`src/i2c_match_pkg.sv`:
```
// constants for the address matcher and smbus timeout block
package i2c_match_pkg;
  localparam int unsigned CLK_HZ            = 100_000_000;
  localparam int unsigned LOW_TIMEOUT_MS    = 35;
  localparam int unsigned LOW_TIMEOUT_CYC   = CLK_HZ / 1000 * LOW_TIMEOUT_MS;
  localparam int          CNT_W             = 24;
  localparam logic [4:0]  TEN_BIT_PREFIX    = 5'h1e;
  localparam logic [6:0]  GENERAL_CALL_ADDR = 7'h00;
  localparam logic [6:0]  ALERT_RESP_ADDR   = 7'h0c;
  localparam logic [3:0]  BIT_COUNT_ACK     = 4'h8;
  localparam logic [3:0]  BIT_COUNT_DONE    = 4'h9;

  typedef enum logic [2:0] {
    ST_IDLE   = 3'b000,
    ST_ADDR1  = 3'b001,
    ST_ADDR2  = 3'b010,
    ST_ACTIVE = 3'b011,
    ST_IGNORE = 3'b100
  } phase_type;
endpackage

```
`src/i2c_addr_match.sv`:
```
// slave address recognition and smbus timeout detection
module i2c_addr_match
(
  input  wire logic                           mclk,
  input  wire logic                           nrst,
  input  wire logic                           scl_in,
  input  wire logic                           sda_in,
  input  wire logic [9:0]                     own_address,
  input  wire logic                           address_extension_enable,
  input  wire logic                           general_call_enable,
  input  wire logic                           alert_response_enable,
  input  wire logic                           second_address_enable,
  input  wire logic [6:0]                     second_address,
  input  wire logic                           range_match_enable,
  input  wire logic [6:0]                     range_address,
  input  wire logic                           master_active,
  input  wire logic                           master_stretching,
  input  wire logic                           slave_stretching,
  input  wire logic [i2c_match_pkg::CNT_W-1:0] high_timeout_cycles,
  input  wire logic [i2c_match_pkg::CNT_W-1:0] data_low_timeout_cycles,
  input  wire logic [i2c_match_pkg::CNT_W-1:0] master_ext_cycles,
  input  wire logic [i2c_match_pkg::CNT_W-1:0] slave_ext_cycles,
  input  wire logic                           flag_clear,
  output logic                                sda_out,
  output logic                                sda_oe,
  output logic                                scl_out,
  output logic                                scl_oe,
  output logic                                addressed_as_slave_flag,
  output logic                                slave_transmit,
  output logic                                transfer_pulse,
  output logic                                bus_idle_high_timeout_flag,
  output logic                                data_low_timeout_flag,
  output logic                                clock_low_timeout_flag,
  output logic                                module_interrupt_flag,
  output logic                                master_extension_flag,
  output logic                                slave_extension_flag,
  output logic                                master_stop_request
);
  import i2c_match_pkg::*;

  logic [2:0]       scl_sync_reg;
  logic [2:0]       sda_sync_reg;
  logic             scl_reg;
  logic             sda_reg;
  phase_type        phase_reg;
  logic [3:0]       bit_cnt_reg;
  logic [7:0]       shift_reg;
  logic             ten_sel_reg;
  logic [CNT_W-1:0] low_cnt_reg;
  logic [CNT_W-1:0] high_cnt_reg;
  logic [CNT_W-1:0] sdalow_cnt_reg;
  logic [CNT_W-1:0] master_extension_flag_cnt_reg;
  logic [CNT_W-1:0] slave_extension_flag_cnt_reg;
  logic             ack_pending_reg;
  logic             scl_prev_reg;
  logic             sda_prev_reg;

  // sync stage 0 feeds stage 1 only; agreement of stages 1 and 2 is a change
  always_ff @(posedge mclk or negedge nrst)
  begin
    if (!nrst)
    begin
      scl_sync_reg <= 3'h7;
      sda_sync_reg <= 3'h7;
      scl_reg      <= 1'b1;
      sda_reg      <= 1'b1;
      scl_prev_reg <= 1'b1;
      sda_prev_reg <= 1'b1;
    end
    else
    begin
      scl_sync_reg <= {scl_sync_reg[1:0], scl_in};
      sda_sync_reg <= {sda_sync_reg[1:0], sda_in};
      if (scl_sync_reg[1] == scl_sync_reg[2])
        scl_reg <= scl_sync_reg[2];
      if (sda_sync_reg[1] == sda_sync_reg[2])
        sda_reg <= sda_sync_reg[2];
      scl_prev_reg <= scl_reg;
      sda_prev_reg <= sda_reg;
    end
  end

  logic scl_rise;
  logic scl_fall;
  logic start_seen;
  logic stop_seen;
  assign scl_rise   = scl_reg & ~scl_prev_reg;
  assign scl_fall   = ~scl_reg & scl_prev_reg;
  assign start_seen = scl_reg & scl_prev_reg & sda_prev_reg & ~sda_reg;
  assign stop_seen  = scl_reg & scl_prev_reg & ~sda_prev_reg & sda_reg;

  // address comparison on each complete address byte
  logic [7:0] byte_in;
  logic       prim_match;
  logic       extra_match;
  logic       ten_first_match;
  logic       ten_second_match;
  assign byte_in = shift_reg;
  assign prim_match = ~address_extension_enable & (byte_in[7:1] == own_address[6:0]);
  // optional extra addresses; range excludes primary itself
  assign extra_match = ~address_extension_enable & (
      (general_call_enable & (byte_in[7:1] == GENERAL_CALL_ADDR)) |
      (alert_response_enable & (byte_in[7:1] == ALERT_RESP_ADDR)) |
      (second_address_enable & (byte_in[7:1] == second_address)) |
      (range_match_enable & (range_address != 7'h00) &
       (byte_in[7:1] > own_address[6:0]) & (byte_in[7:1] <= range_address)));
  // ten-bit prefix only when extension set; 7-bit compares are gated off then
  assign ten_first_match = address_extension_enable &
      (byte_in[7:3] == TEN_BIT_PREFIX) & (byte_in[2:1] == own_address[9:8]);
  assign ten_second_match = (byte_in == own_address[7:0]);

  logic timeout_reset;
  assign timeout_reset = (low_cnt_reg >= LOW_TIMEOUT_CYC[CNT_W-1:0]);

  // address phase state machine
  always_ff @(posedge mclk or negedge nrst)
  begin
    if (!nrst)
    begin
      phase_reg       <= ST_IDLE;
      bit_cnt_reg     <= 4'h0;
      shift_reg       <= 8'h00;
      ten_sel_reg     <= 1'b0;
      ack_pending_reg <= 1'b0;
      slave_transmit  <= 1'b0;
      transfer_pulse  <= 1'b0;
      addressed_as_slave_flag <= 1'b0;
    end
    else
    begin
      transfer_pulse <= 1'b0;
      if (flag_clear)
        addressed_as_slave_flag <= 1'b0;
      // timeout drops selection and releases the lines
      if (timeout_reset | stop_seen)
      begin
        phase_reg       <= ST_IDLE;
        ten_sel_reg     <= 1'b0;
        ack_pending_reg <= 1'b0;
        slave_transmit  <= 1'b0;
      end
      else if (start_seen)
      begin
        phase_reg       <= ST_ADDR1;
        bit_cnt_reg     <= 4'h0;
        ack_pending_reg <= 1'b0;
      end
      else
      begin
        if (scl_rise & (phase_reg != ST_IDLE))
        begin
          shift_reg   <= {shift_reg[6:0], sda_reg};
          bit_cnt_reg <= bit_cnt_reg + 4'h1;
        end
        if (scl_fall & (bit_cnt_reg == BIT_COUNT_ACK))
        begin
          case (phase_reg)
            ST_ADDR1:
            begin
              if (ten_first_match & ~byte_in[0])
              begin
                ack_pending_reg <= 1'b1;
                ten_sel_reg     <= 1'b0;
                phase_reg       <= ST_ADDR2;
                // transfer pulse after the first byte
                transfer_pulse  <= 1'b1;
              end
              else if (ten_first_match & byte_in[0] & ten_sel_reg)
              begin
                // read after restart makes us transmitter
                ack_pending_reg <= 1'b1;
                slave_transmit  <= 1'b1;
                phase_reg       <= ST_ACTIVE;
                addressed_as_slave_flag <= 1'b1;
              end
              else if (prim_match | extra_match)
              begin
                // direction from the r/w bit, flag after address
                ack_pending_reg <= 1'b1;
                slave_transmit  <= byte_in[0];
                phase_reg       <= ST_ACTIVE;
                addressed_as_slave_flag <= 1'b1;
              end
              else
              begin
                ten_sel_reg <= 1'b0;
                phase_reg   <= ST_IGNORE;
              end
            end
            ST_ADDR2:
            begin
              if (ten_second_match)
              begin
                ack_pending_reg <= 1'b1;
                ten_sel_reg     <= 1'b1;
                slave_transmit  <= 1'b0;
                phase_reg       <= ST_ACTIVE;
                addressed_as_slave_flag <= 1'b1;
              end
              else
                phase_reg <= ST_IGNORE;
            end
            default: phase_reg <= phase_reg;
          endcase
        end
        if (scl_fall & (bit_cnt_reg == BIT_COUNT_DONE))
        begin
          ack_pending_reg <= 1'b0;
          bit_cnt_reg     <= 4'h0;
        end
      end
    end
  end

  // open-drain drive; clock is never stretched here
  always_ff @(posedge mclk or negedge nrst)
  begin
    if (!nrst)
    begin
      sda_out <= 1'b0;
      sda_oe  <= 1'b0;
      scl_out <= 1'b0;
      scl_oe  <= 1'b0;
    end
    else
    begin
      sda_out <= 1'b0;
      scl_out <= 1'b0;
      scl_oe  <= 1'b0;
      sda_oe  <= ack_pending_reg & ~timeout_reset;
    end
  end

  // clock low counter restarts on each scl change
  always_ff @(posedge mclk or negedge nrst)
  begin
    if (!nrst)
      low_cnt_reg <= '0;
    else if (scl_reg)
      low_cnt_reg <= '0;
    else if (!timeout_reset)
      low_cnt_reg <= low_cnt_reg + 1'b1;
  end

  // high and data-low counters restart on line changes
  always_ff @(posedge mclk or negedge nrst)
  begin
    if (!nrst)
    begin
      high_cnt_reg   <= '0;
      sdalow_cnt_reg <= '0;
      bus_idle_high_timeout_flag <= 1'b0;
    end
    else
    begin
      if (!(scl_reg & sda_reg))
        high_cnt_reg <= '0;
      else if (high_cnt_reg != high_timeout_cycles)
        high_cnt_reg <= high_cnt_reg + 1'b1;
      if (!(scl_reg & ~sda_reg))
        sdalow_cnt_reg <= '0;
      else if (sdalow_cnt_reg != data_low_timeout_cycles)
        sdalow_cnt_reg <= sdalow_cnt_reg + 1'b1;
      // idle indication follows the bus, no clear needed
      bus_idle_high_timeout_flag <= (high_timeout_cycles != '0) &
                                    (high_cnt_reg == high_timeout_cycles);
    end
  end

  logic byte_boundary;
  assign byte_boundary = start_seen | stop_seen | (scl_fall & (bit_cnt_reg == BIT_COUNT_DONE));

  always_ff @(posedge mclk or negedge nrst)
  begin
    if (!nrst)
    begin
      master_extension_flag_cnt_reg <= '0;
      slave_extension_flag_cnt_reg <= '0;
    end
    else
    begin
      if (byte_boundary)
        master_extension_flag_cnt_reg <= '0;
      else if (master_active & master_stretching & ~scl_reg &
               (master_extension_flag_cnt_reg != master_ext_cycles))
        master_extension_flag_cnt_reg <= master_extension_flag_cnt_reg + 1'b1;
      if (start_seen | stop_seen)
        slave_extension_flag_cnt_reg <= '0;
      else if (slave_stretching & ~scl_reg & (slave_extension_flag_cnt_reg != slave_ext_cycles))
        slave_extension_flag_cnt_reg <= slave_extension_flag_cnt_reg + 1'b1;
    end
  end

  logic master_extension_flag_hit;
  logic slave_extension_flag_hit;
  logic sdalow_hit;
  assign master_extension_flag_hit   = (master_ext_cycles != '0) & (master_extension_flag_cnt_reg == master_ext_cycles);
  assign slave_extension_flag_hit   = (slave_ext_cycles != '0) & (slave_extension_flag_cnt_reg == slave_ext_cycles);
  assign sdalow_hit = (data_low_timeout_cycles != '0) &
                      (sdalow_cnt_reg == data_low_timeout_cycles);

  // sticky flags; a new event wins over flag_clear in the same cycle
  always_ff @(posedge mclk or negedge nrst)
  begin
    if (!nrst)
    begin
      clock_low_timeout_flag <= 1'b0;
      data_low_timeout_flag  <= 1'b0;
      master_extension_flag  <= 1'b0;
      slave_extension_flag   <= 1'b0;
      module_interrupt_flag  <= 1'b0;
      master_stop_request    <= 1'b0;
    end
    else
    begin
      // low-timeout flag from all three causes
      clock_low_timeout_flag <= timeout_reset | master_extension_flag_hit | slave_extension_flag_hit |
                                (clock_low_timeout_flag & ~flag_clear);
      // data low flag also sets the interrupt flag
      data_low_timeout_flag  <= sdalow_hit | (data_low_timeout_flag & ~flag_clear);
      master_extension_flag  <= master_extension_flag_hit | (master_extension_flag & ~flag_clear);
      slave_extension_flag   <= slave_extension_flag_hit | (slave_extension_flag & ~flag_clear);
      module_interrupt_flag  <= sdalow_hit | timeout_reset | master_extension_flag_hit | slave_extension_flag_hit |
                                transfer_pulse | (module_interrupt_flag & ~flag_clear);
      // master asked to stop at once on a clock low timeout or master extension
      if (!master_active | stop_seen)
        master_stop_request <= 1'b0;
      else if (timeout_reset | master_extension_flag_hit)
        master_stop_request <= 1'b1;
    end
  end
endmodule

```
`config.mk`:
```
export PLATFORM = sky130hd
export DESIGN_NAME = i2c_addr_match
export DESIGN_NICKNAME = d
export VERILOG_FILES = /design/src/i2c_match_pkg.sv /design/src/i2c_addr_match.sv
export SDC_FILE = /design/constraint.sdc
export NUM_CORES = 1
export LEC_CHECK = 0
export BUFFER_PORTS_ARGS = -buffer_cell sky130_fd_sc_hd__buf_2
export CORE_MARGIN = 2
export CORE_UTILIZATION = 30
export CTS_BUF_LIST = sky130_fd_sc_hd__clkbuf_2
export DETAILED_ROUTE_END_ITERATION = 10
export GPL_TIMING_DRIVEN = 0
export PLACE_DENSITY_LB_ADDON = 0.2
export SKIP_LAST_GASP = 1
export SLEW_MARGIN = 20
export SYNTH_ARGS = -nofsm -noshare
export SYNTH_HDL_FRONTEND = slang
export SYNTH_SLANG_ARGS = --single-unit
```
`constraint.sdc`:
```
create_clock -name mclk -period 2.65 [get_ports mclk]
set_clock_uncertainty 0.15 [all_clocks]
set_input_delay 0.265 -clock mclk [delete_from_list [all_inputs] [get_ports mclk]]
set_output_delay 0.265 -clock mclk [all_outputs]
set_load 0.03 [all_outputs]
```
# Word-level counts from Yosys, hierarchy flattened
# Index checks and enable logic that the tools add are counted.
# W data, S select, Z words.
[classes] n_addsub=6 bitwise=69 muxes=61 eq_ne=31 reduce_logical=24 order_cmp=3
[ops] op="$mux W24" n=10
[ops] op="$add A24 B1 Y24 const B" n=5
[ops] op="$eq A24 B24 Y1" n=4
[ops] op="$ne A24 B24 Y1" n=4
[ops] op="$reduce_bool A24 Y1" n=4
[ops] op="$and A1 B1 Y1" n=40
[ops] op="$mux W1" n=36
[ops] op="$ge A24 B22 Y1 const B" n=1
[ops] op="$mux W3" n=7
[ops] op="$or A1 B1 Y1" n=19
[ops] op="$eq A7 B7 Y1" n=2
[ops] op="$mux W4" n=3
[ops] op="$ne A4 B4 Y1 const B" n=3
[ops] op="$reduce_and A6 Y1" n=2
[ops] op="$reduce_bool A3 Y1" n=4
[ops] op="$not A1 Y1" n=10
[ops] op="$eq A4 B4 Y1 const B" n=2
[ops] op="$eq A8 B8 Y1" n=1
[ops] op="$pmux W1 S2" n=4
[ops] op="$reduce_bool A2 Y1" n=4
[ops] op="$reduce_bool A4 Y1" n=2
[ops] op="$eq A7 B4 Y1 const B" n=1
[ops] op="$gt A7 B7 Y1" n=1
[ops] op="$le A7 B7 Y1" n=1
[ops] op="19 further kinds" n=24
[word_totals] wordCells=221 register_bits=158 input_bits=133 output_inout_bits=14

# Depth between registers and ports, before layout
[depth] depth_word=15 ltp_mapped=10 mapped_depth_nobuf=9

# Worst setup path before layout
# No wires, ideal clock.
[synth_timing] path_type="reg-to-reg" from="register shift_reg[5], in the netlist byte_in[5]" to="register ten_sel_reg" path_slack_ns=0.463 stages_incl_launch_ff=9 t_arrival_ns=1.943 setup_time_ns=0.094 period_less_slack_ns=2.187 required_ns=2.406 path_buffers=0 path_cell_list="dfrtp_1 -> ha_1 -> a211oi_1 -> o21bai_1 -> o22a_1 -> a211oi_1 -> a311oi_2 -> or2_1 -> a211oi_1"
[synth_via] elab_chain_len=9 word_cells_on_any_way=33 classes_between="2 x order compare; 8 x eq/ne; 5 x mux; 16 x bitwise; 2 x reduce/logical"
[synth_rtl] element="from (decl)" line="i2c_addr_match.sv:47" source="logic [7:0] shift_reg;"
[synth_rtl] element="from (signal assigned)" line="i2c_addr_match.sv:152" source="shift_reg <= {shift_reg[6:0], sda_reg};"
[synth_rtl] element="branches (longest 9 deep; another with $gt A7 B7 Y1)"
[synth_rtl] element="to (signal assigned)" line="i2c_addr_match.sv:123" source="ten_sel_reg <= 1'b0;"
[synth_rtl] element="to (signal assigned)" line="i2c_addr_match.sv:186" source="ten_sel_reg <= 1'b0;"
[synth_rtl] element="to (signal assigned)" line="i2c_addr_match.sv:195" source="ten_sel_reg <= 1'b1;"
[synth_rtl] element="to (decl)" line="i2c_addr_match.sv:48" source="logic ten_sel_reg;"
# Parallel ways; which one is timed is not known. The select of a mux whose other input is x is not followed.
# A chain may end at the register's enable or synchronous reset.

# Final worst setup path
[layout_timing] from="input port master_ext_cycles[5] in the netlist's numbering" to="register master_extension_flag"
[layout_via] elab_chain_len=3 word_cells_on_any_way=4 classes_between="1 x eq/ne; 2 x bitwise; 1 x reduce/logical"
[layout_rtl] element="from (decl)" line="i2c_addr_match.sv:21" source="input wire logic [i2c_match_pkg::CNT_W-1:0] master_ext_cycles,"
[layout_rtl] element="$eq A24 B24 Y1 / $reduce_bool A24 Y1 (equally long branches)" line="i2c_addr_match.sv:297" source="assign master_extension_flag_hit = (master_ext_cycles != '0) & (master_extension_flag_cnt_reg == master_ext_cy ..."
[layout_rtl] element="$and A1 B1 Y1 (*)" line="i2c_addr_match.sv:297"
[layout_rtl] element="$or A1 B1 Y1 (*)" line="i2c_addr_match.sv:321" source="master_extension_flag <= master_extension_flag_hit | (master_extension_flag & ~flag_clear);"
[layout_rtl] element="to (signal assigned)" line="i2c_addr_match.sv:321"
[layout_rtl] element="to (decl)" line="i2c_addr_match.sv:35" source="output logic master_extension_flag,"
# Every way passes the cells marked *; elsewhere a longest branch is shown, timed or not.

==> results.json <==
{
  "critPathMaxFanout": 2,
  "regArea_sq_um": 3971,
  "cts_tree": "done",
  "hold_path_class": "in -> reg",
  "peakVddDrop_mv": 0.2503,
  "port_buffers": 143,
  "period_share": 1.052,
  "wirelength_um": 24120,
  "finalMaxSlewViolations": 0,
  "clock_latency_ns": 0.74,
  "fp.dieW_um": 182.7,
  "post-dp-hpwl_um": 17760,
  "synth_area_leader_cell": "dfrtp_1",
  "drt_pass1_iterations": 6,
  "ios": 147,
  "area_growth_syn_to_layout_pct": 22.77,
  "first_global_vias": 7967,
  "pwr-share-seq": 0.528,
  "synthArstFlopShare": 1.000,
  "power.total_mw": 5.369,
  "worst_ep_arrival_time_ns": 3.31,
  "power_density_nw_per_um2": 456.6,
  "muxShareOfSynthArea": 0.01359,
  "cp-start-kind": "primary input",
  "period_needed_ns": 2.787,
  "synth_compound_area_frac": 0.06663,
  "p_sw_mw": 1.888,
  "htreeDepth": 4,
  "clkSinkCount": 158,
  "relSlewSlack": 0.4308,
  "ys_warn_count": 0,
  "grt-ovfl-total": 0,
  "combPwrFrac": 0.248,
  "antenna_found_initial": 1,
  "vias": 7938,
  "first_iter_violations": 339,
  "multi_input_comb_area_sq_um": 5388,
  "synth_top_family_by_area": "simple AND/OR/NAND/NOR gates",
  "setup_viol": 1,
  "synth_fa_ha_area_frac": 0.03214,
  "synth_edf_count": 0,
  "grt_first_pass_wirelength_um": 39540,
  "path_class": "in -> reg",
  "yosys-top-cells-area": "dfrtp_1 (39%), xnor2_1 (12%), xor2_1 (7.3%)",
  "yosysSeqAreaShare": 0.4142,
  "nFillCells": 3199,
  "routed_via_density": 4.823,
  "yosys.area_share.simple": 0.2499,
  "core_sq_um": 31470,
  "post_synth_xor_area_fraction": 0.1948,
  "hold_viol": 0,
  "clkPwrFrac": 0.224,
  "fin_nets": 1386,
  "cap_violations": 0,
  "synth.most_common_cell": "dfrtp_1",
  "worst_slack_ns": -0.1374,
  "endpoint_kind": "flop",
  "fin_tns_setup_ns": -0.1374,
  "clk_pin_slew_ns": 0.26,
  "die_area_sq_um": 33370,
  "track_usage": 0.1464,
  "wl_per_cell_um": 14.65,
  "p_int_mw": 3.481,
  "cts_buffer_depth": 2,
  "die_h_um": 182.7,
  "drive_gt1_frac": 0.1995,
  "ant_nets": 0,
  "synth_top_area_share": 0.3867,
  "start_util": 0.3043,
  "leakagePower_nw": 5.015,
  "yosysUniqueCellTypes": 73,
  "dp.cells": 1550,
  "synth_area_per_cell_sq_um": 9.567,
  "synth_flop_cell": "dfrtp_1",
  "crit_required_ns": 3.17,
  "synth_area_sq_um": 9577,
  "cts_inserted_buffers": 17,
  "stdcell_count": 1646,
  "syn_inst": 1001,
  "synthTopCellsByCount": "dfrtp_1 (148), xnor2_1 (133), nor2_1 (126)",
  "ys_ff_latch": 158,
  "rows": 65,
  "fin_util": 0.3736,
  "worst_pin_slew_ns": 0.8537,
  "place.gp.congestion": 0.8090,
  "status": "complete, but fails checks",
  "fmax_mhz": 358.8,
  "rsz0062_at_grt": "true",
  "cts-root-buf": "clkbuf_2",
  "violations": "negative setup slack",
  "switching_share": 0.3516,
  "grt_max_degree": 66,
  "r2r_slack_ns": 0.14,
  "route.detailed.drc": 0
}
==> through the flow <==
stage | instance area [sq um] | hold WS, ns | setup WS, ns
3_5_place_dp | 10870 | 0.03231 | 0.03007
3_3_place_gp | 10800 | 0.1973 | -1.493
5_1_grt | 11760 | 0.008138 | -0.06071
6_report | 11760 | 0.06923 | -0.1374
2_1_floorplan | 9584 | -0.1806 | 0.4633
4_1_cts | 11640 | 0.0001642 | 0.02263
==> power by group through the flow <==
stage          clock network, mW  registers [mW]  logic [mW]
2_1_floorplan                  0            2.80       0.838
4_1_cts                     1.28            2.83        1.32
5_1_grt                     1.38            2.87        1.51
3_3_place_gp                   0            2.86        1.23
6_report                    1.20            2.83        1.33
3_5_place_dp                   0            2.86        1.26
==> area by class of cell <==
type | count | area share
Multi-Input combinational cell | 782 | 0.4582
Sequential cell | 158 | 0.3378
Timing Repair Buffer | 210 | 0.1215
Tap cell | 402 | 0.04278
Buffer | 31 | 0.01320
Inverter | 30 | 0.009578
Clock inverter | 15 | 0.009471
Clock buffer | 17 | 0.007236
Antenna cell | 1 | 0.0002128
==> routing by layer <==
| metal | up-vias | global-route usage | share of wire |
|---|---|---|---|
| met4 | 0 | 0.03742 | 0.012 |
| li1 | 3957 | - | - |
| met3 | 16 | 0.02455 | 0.034 |
| met2 | 146 | 0.2418 | 0.47 |
| met1 | 3819 | 0.1990 | 0.49 |
| met5 | - | 0 | 0 |
==> cells in the final DEF, fill, tap and decap left out, drive strengths merged, types with 3 or more instances in the layout <==
master,count
xor2,80
and2,11
a211oi,5
o21bai,4
or3,6
conb,3
nor3,10
nand4,59
dfrtp,148
and4,12
nand2,62
clkbuf,33
nor4,44
buf,166
a21oi,23
ha,23
dlygate4sd3,59
clkinvlp,5
xnor2,133
mux2i,4
mux2,8
a21o,3
nand2b,6
dfstp,10
nor2b,7
and3,22
a31oi,5
clkinv,4
nor2,126
nor4b,3
nand3b,4
nand3,56
o21ai,22
nor3b,7
or2,3
inv,36
==> worst paths after layout <==
kind                                      startpoint                              end  depth (start not counted)
min in group asynchronous                       nrst       low_cnt_reg[4]$_DFFE_PN0P_                          4
hold / removal                high_timeout_cycles[4]      high_cnt_reg[0]$_DFFE_PN0P_                          7
setup reg to reg              byte_in[6]$_DFFE_PN0P_         phase_reg[1]$_DFFE_PN0P_                          8
setup / recovery                master_ext_cycles[5]  master_extension_flag$_DFF_PN0_                          9
max in group asynchronous                       nrst   sdalow_cnt_reg[18]$_DFFE_PN0P_                          5
hold reg to reg            scl_sync_reg[0]$_DFF_PN1_        scl_sync_reg[1]$_DFF_PN1_                          0
==> timing repair <==
item                                    CTS  global route
endpoints found under the setup margin    0            41
hold buffers                             57             4
setup buffers                             0             5
gates resized for setup                   0            19
hold endpoints to repair                190             4
==> worst max-delay path, stage by stage <==
cell	delay, ns
dlygate4sd3_1	0.53
buf_2	0.14
nor4_2	0.30
dlygate4sd3_1	0.60
nand2_1	0.05
dlygate4sd3_1	0.60
nor2_4	0.13
dlygate4sd3_1	0.60
o2bb2ai_1	0.08
==> cell families after synthesis <==
logic type / count (synthesis)
adder cells (fa/ha/maj): 25
other: 1
XOR/XNOR: 213
AO/OA/AOI/OAI: 88
flip-flops: 158
AND/OR/NAND/NOR: 441
multiplexers: 12
buffers and inverters: 63
Note: power is estimated with default switching activity, not from simulation.
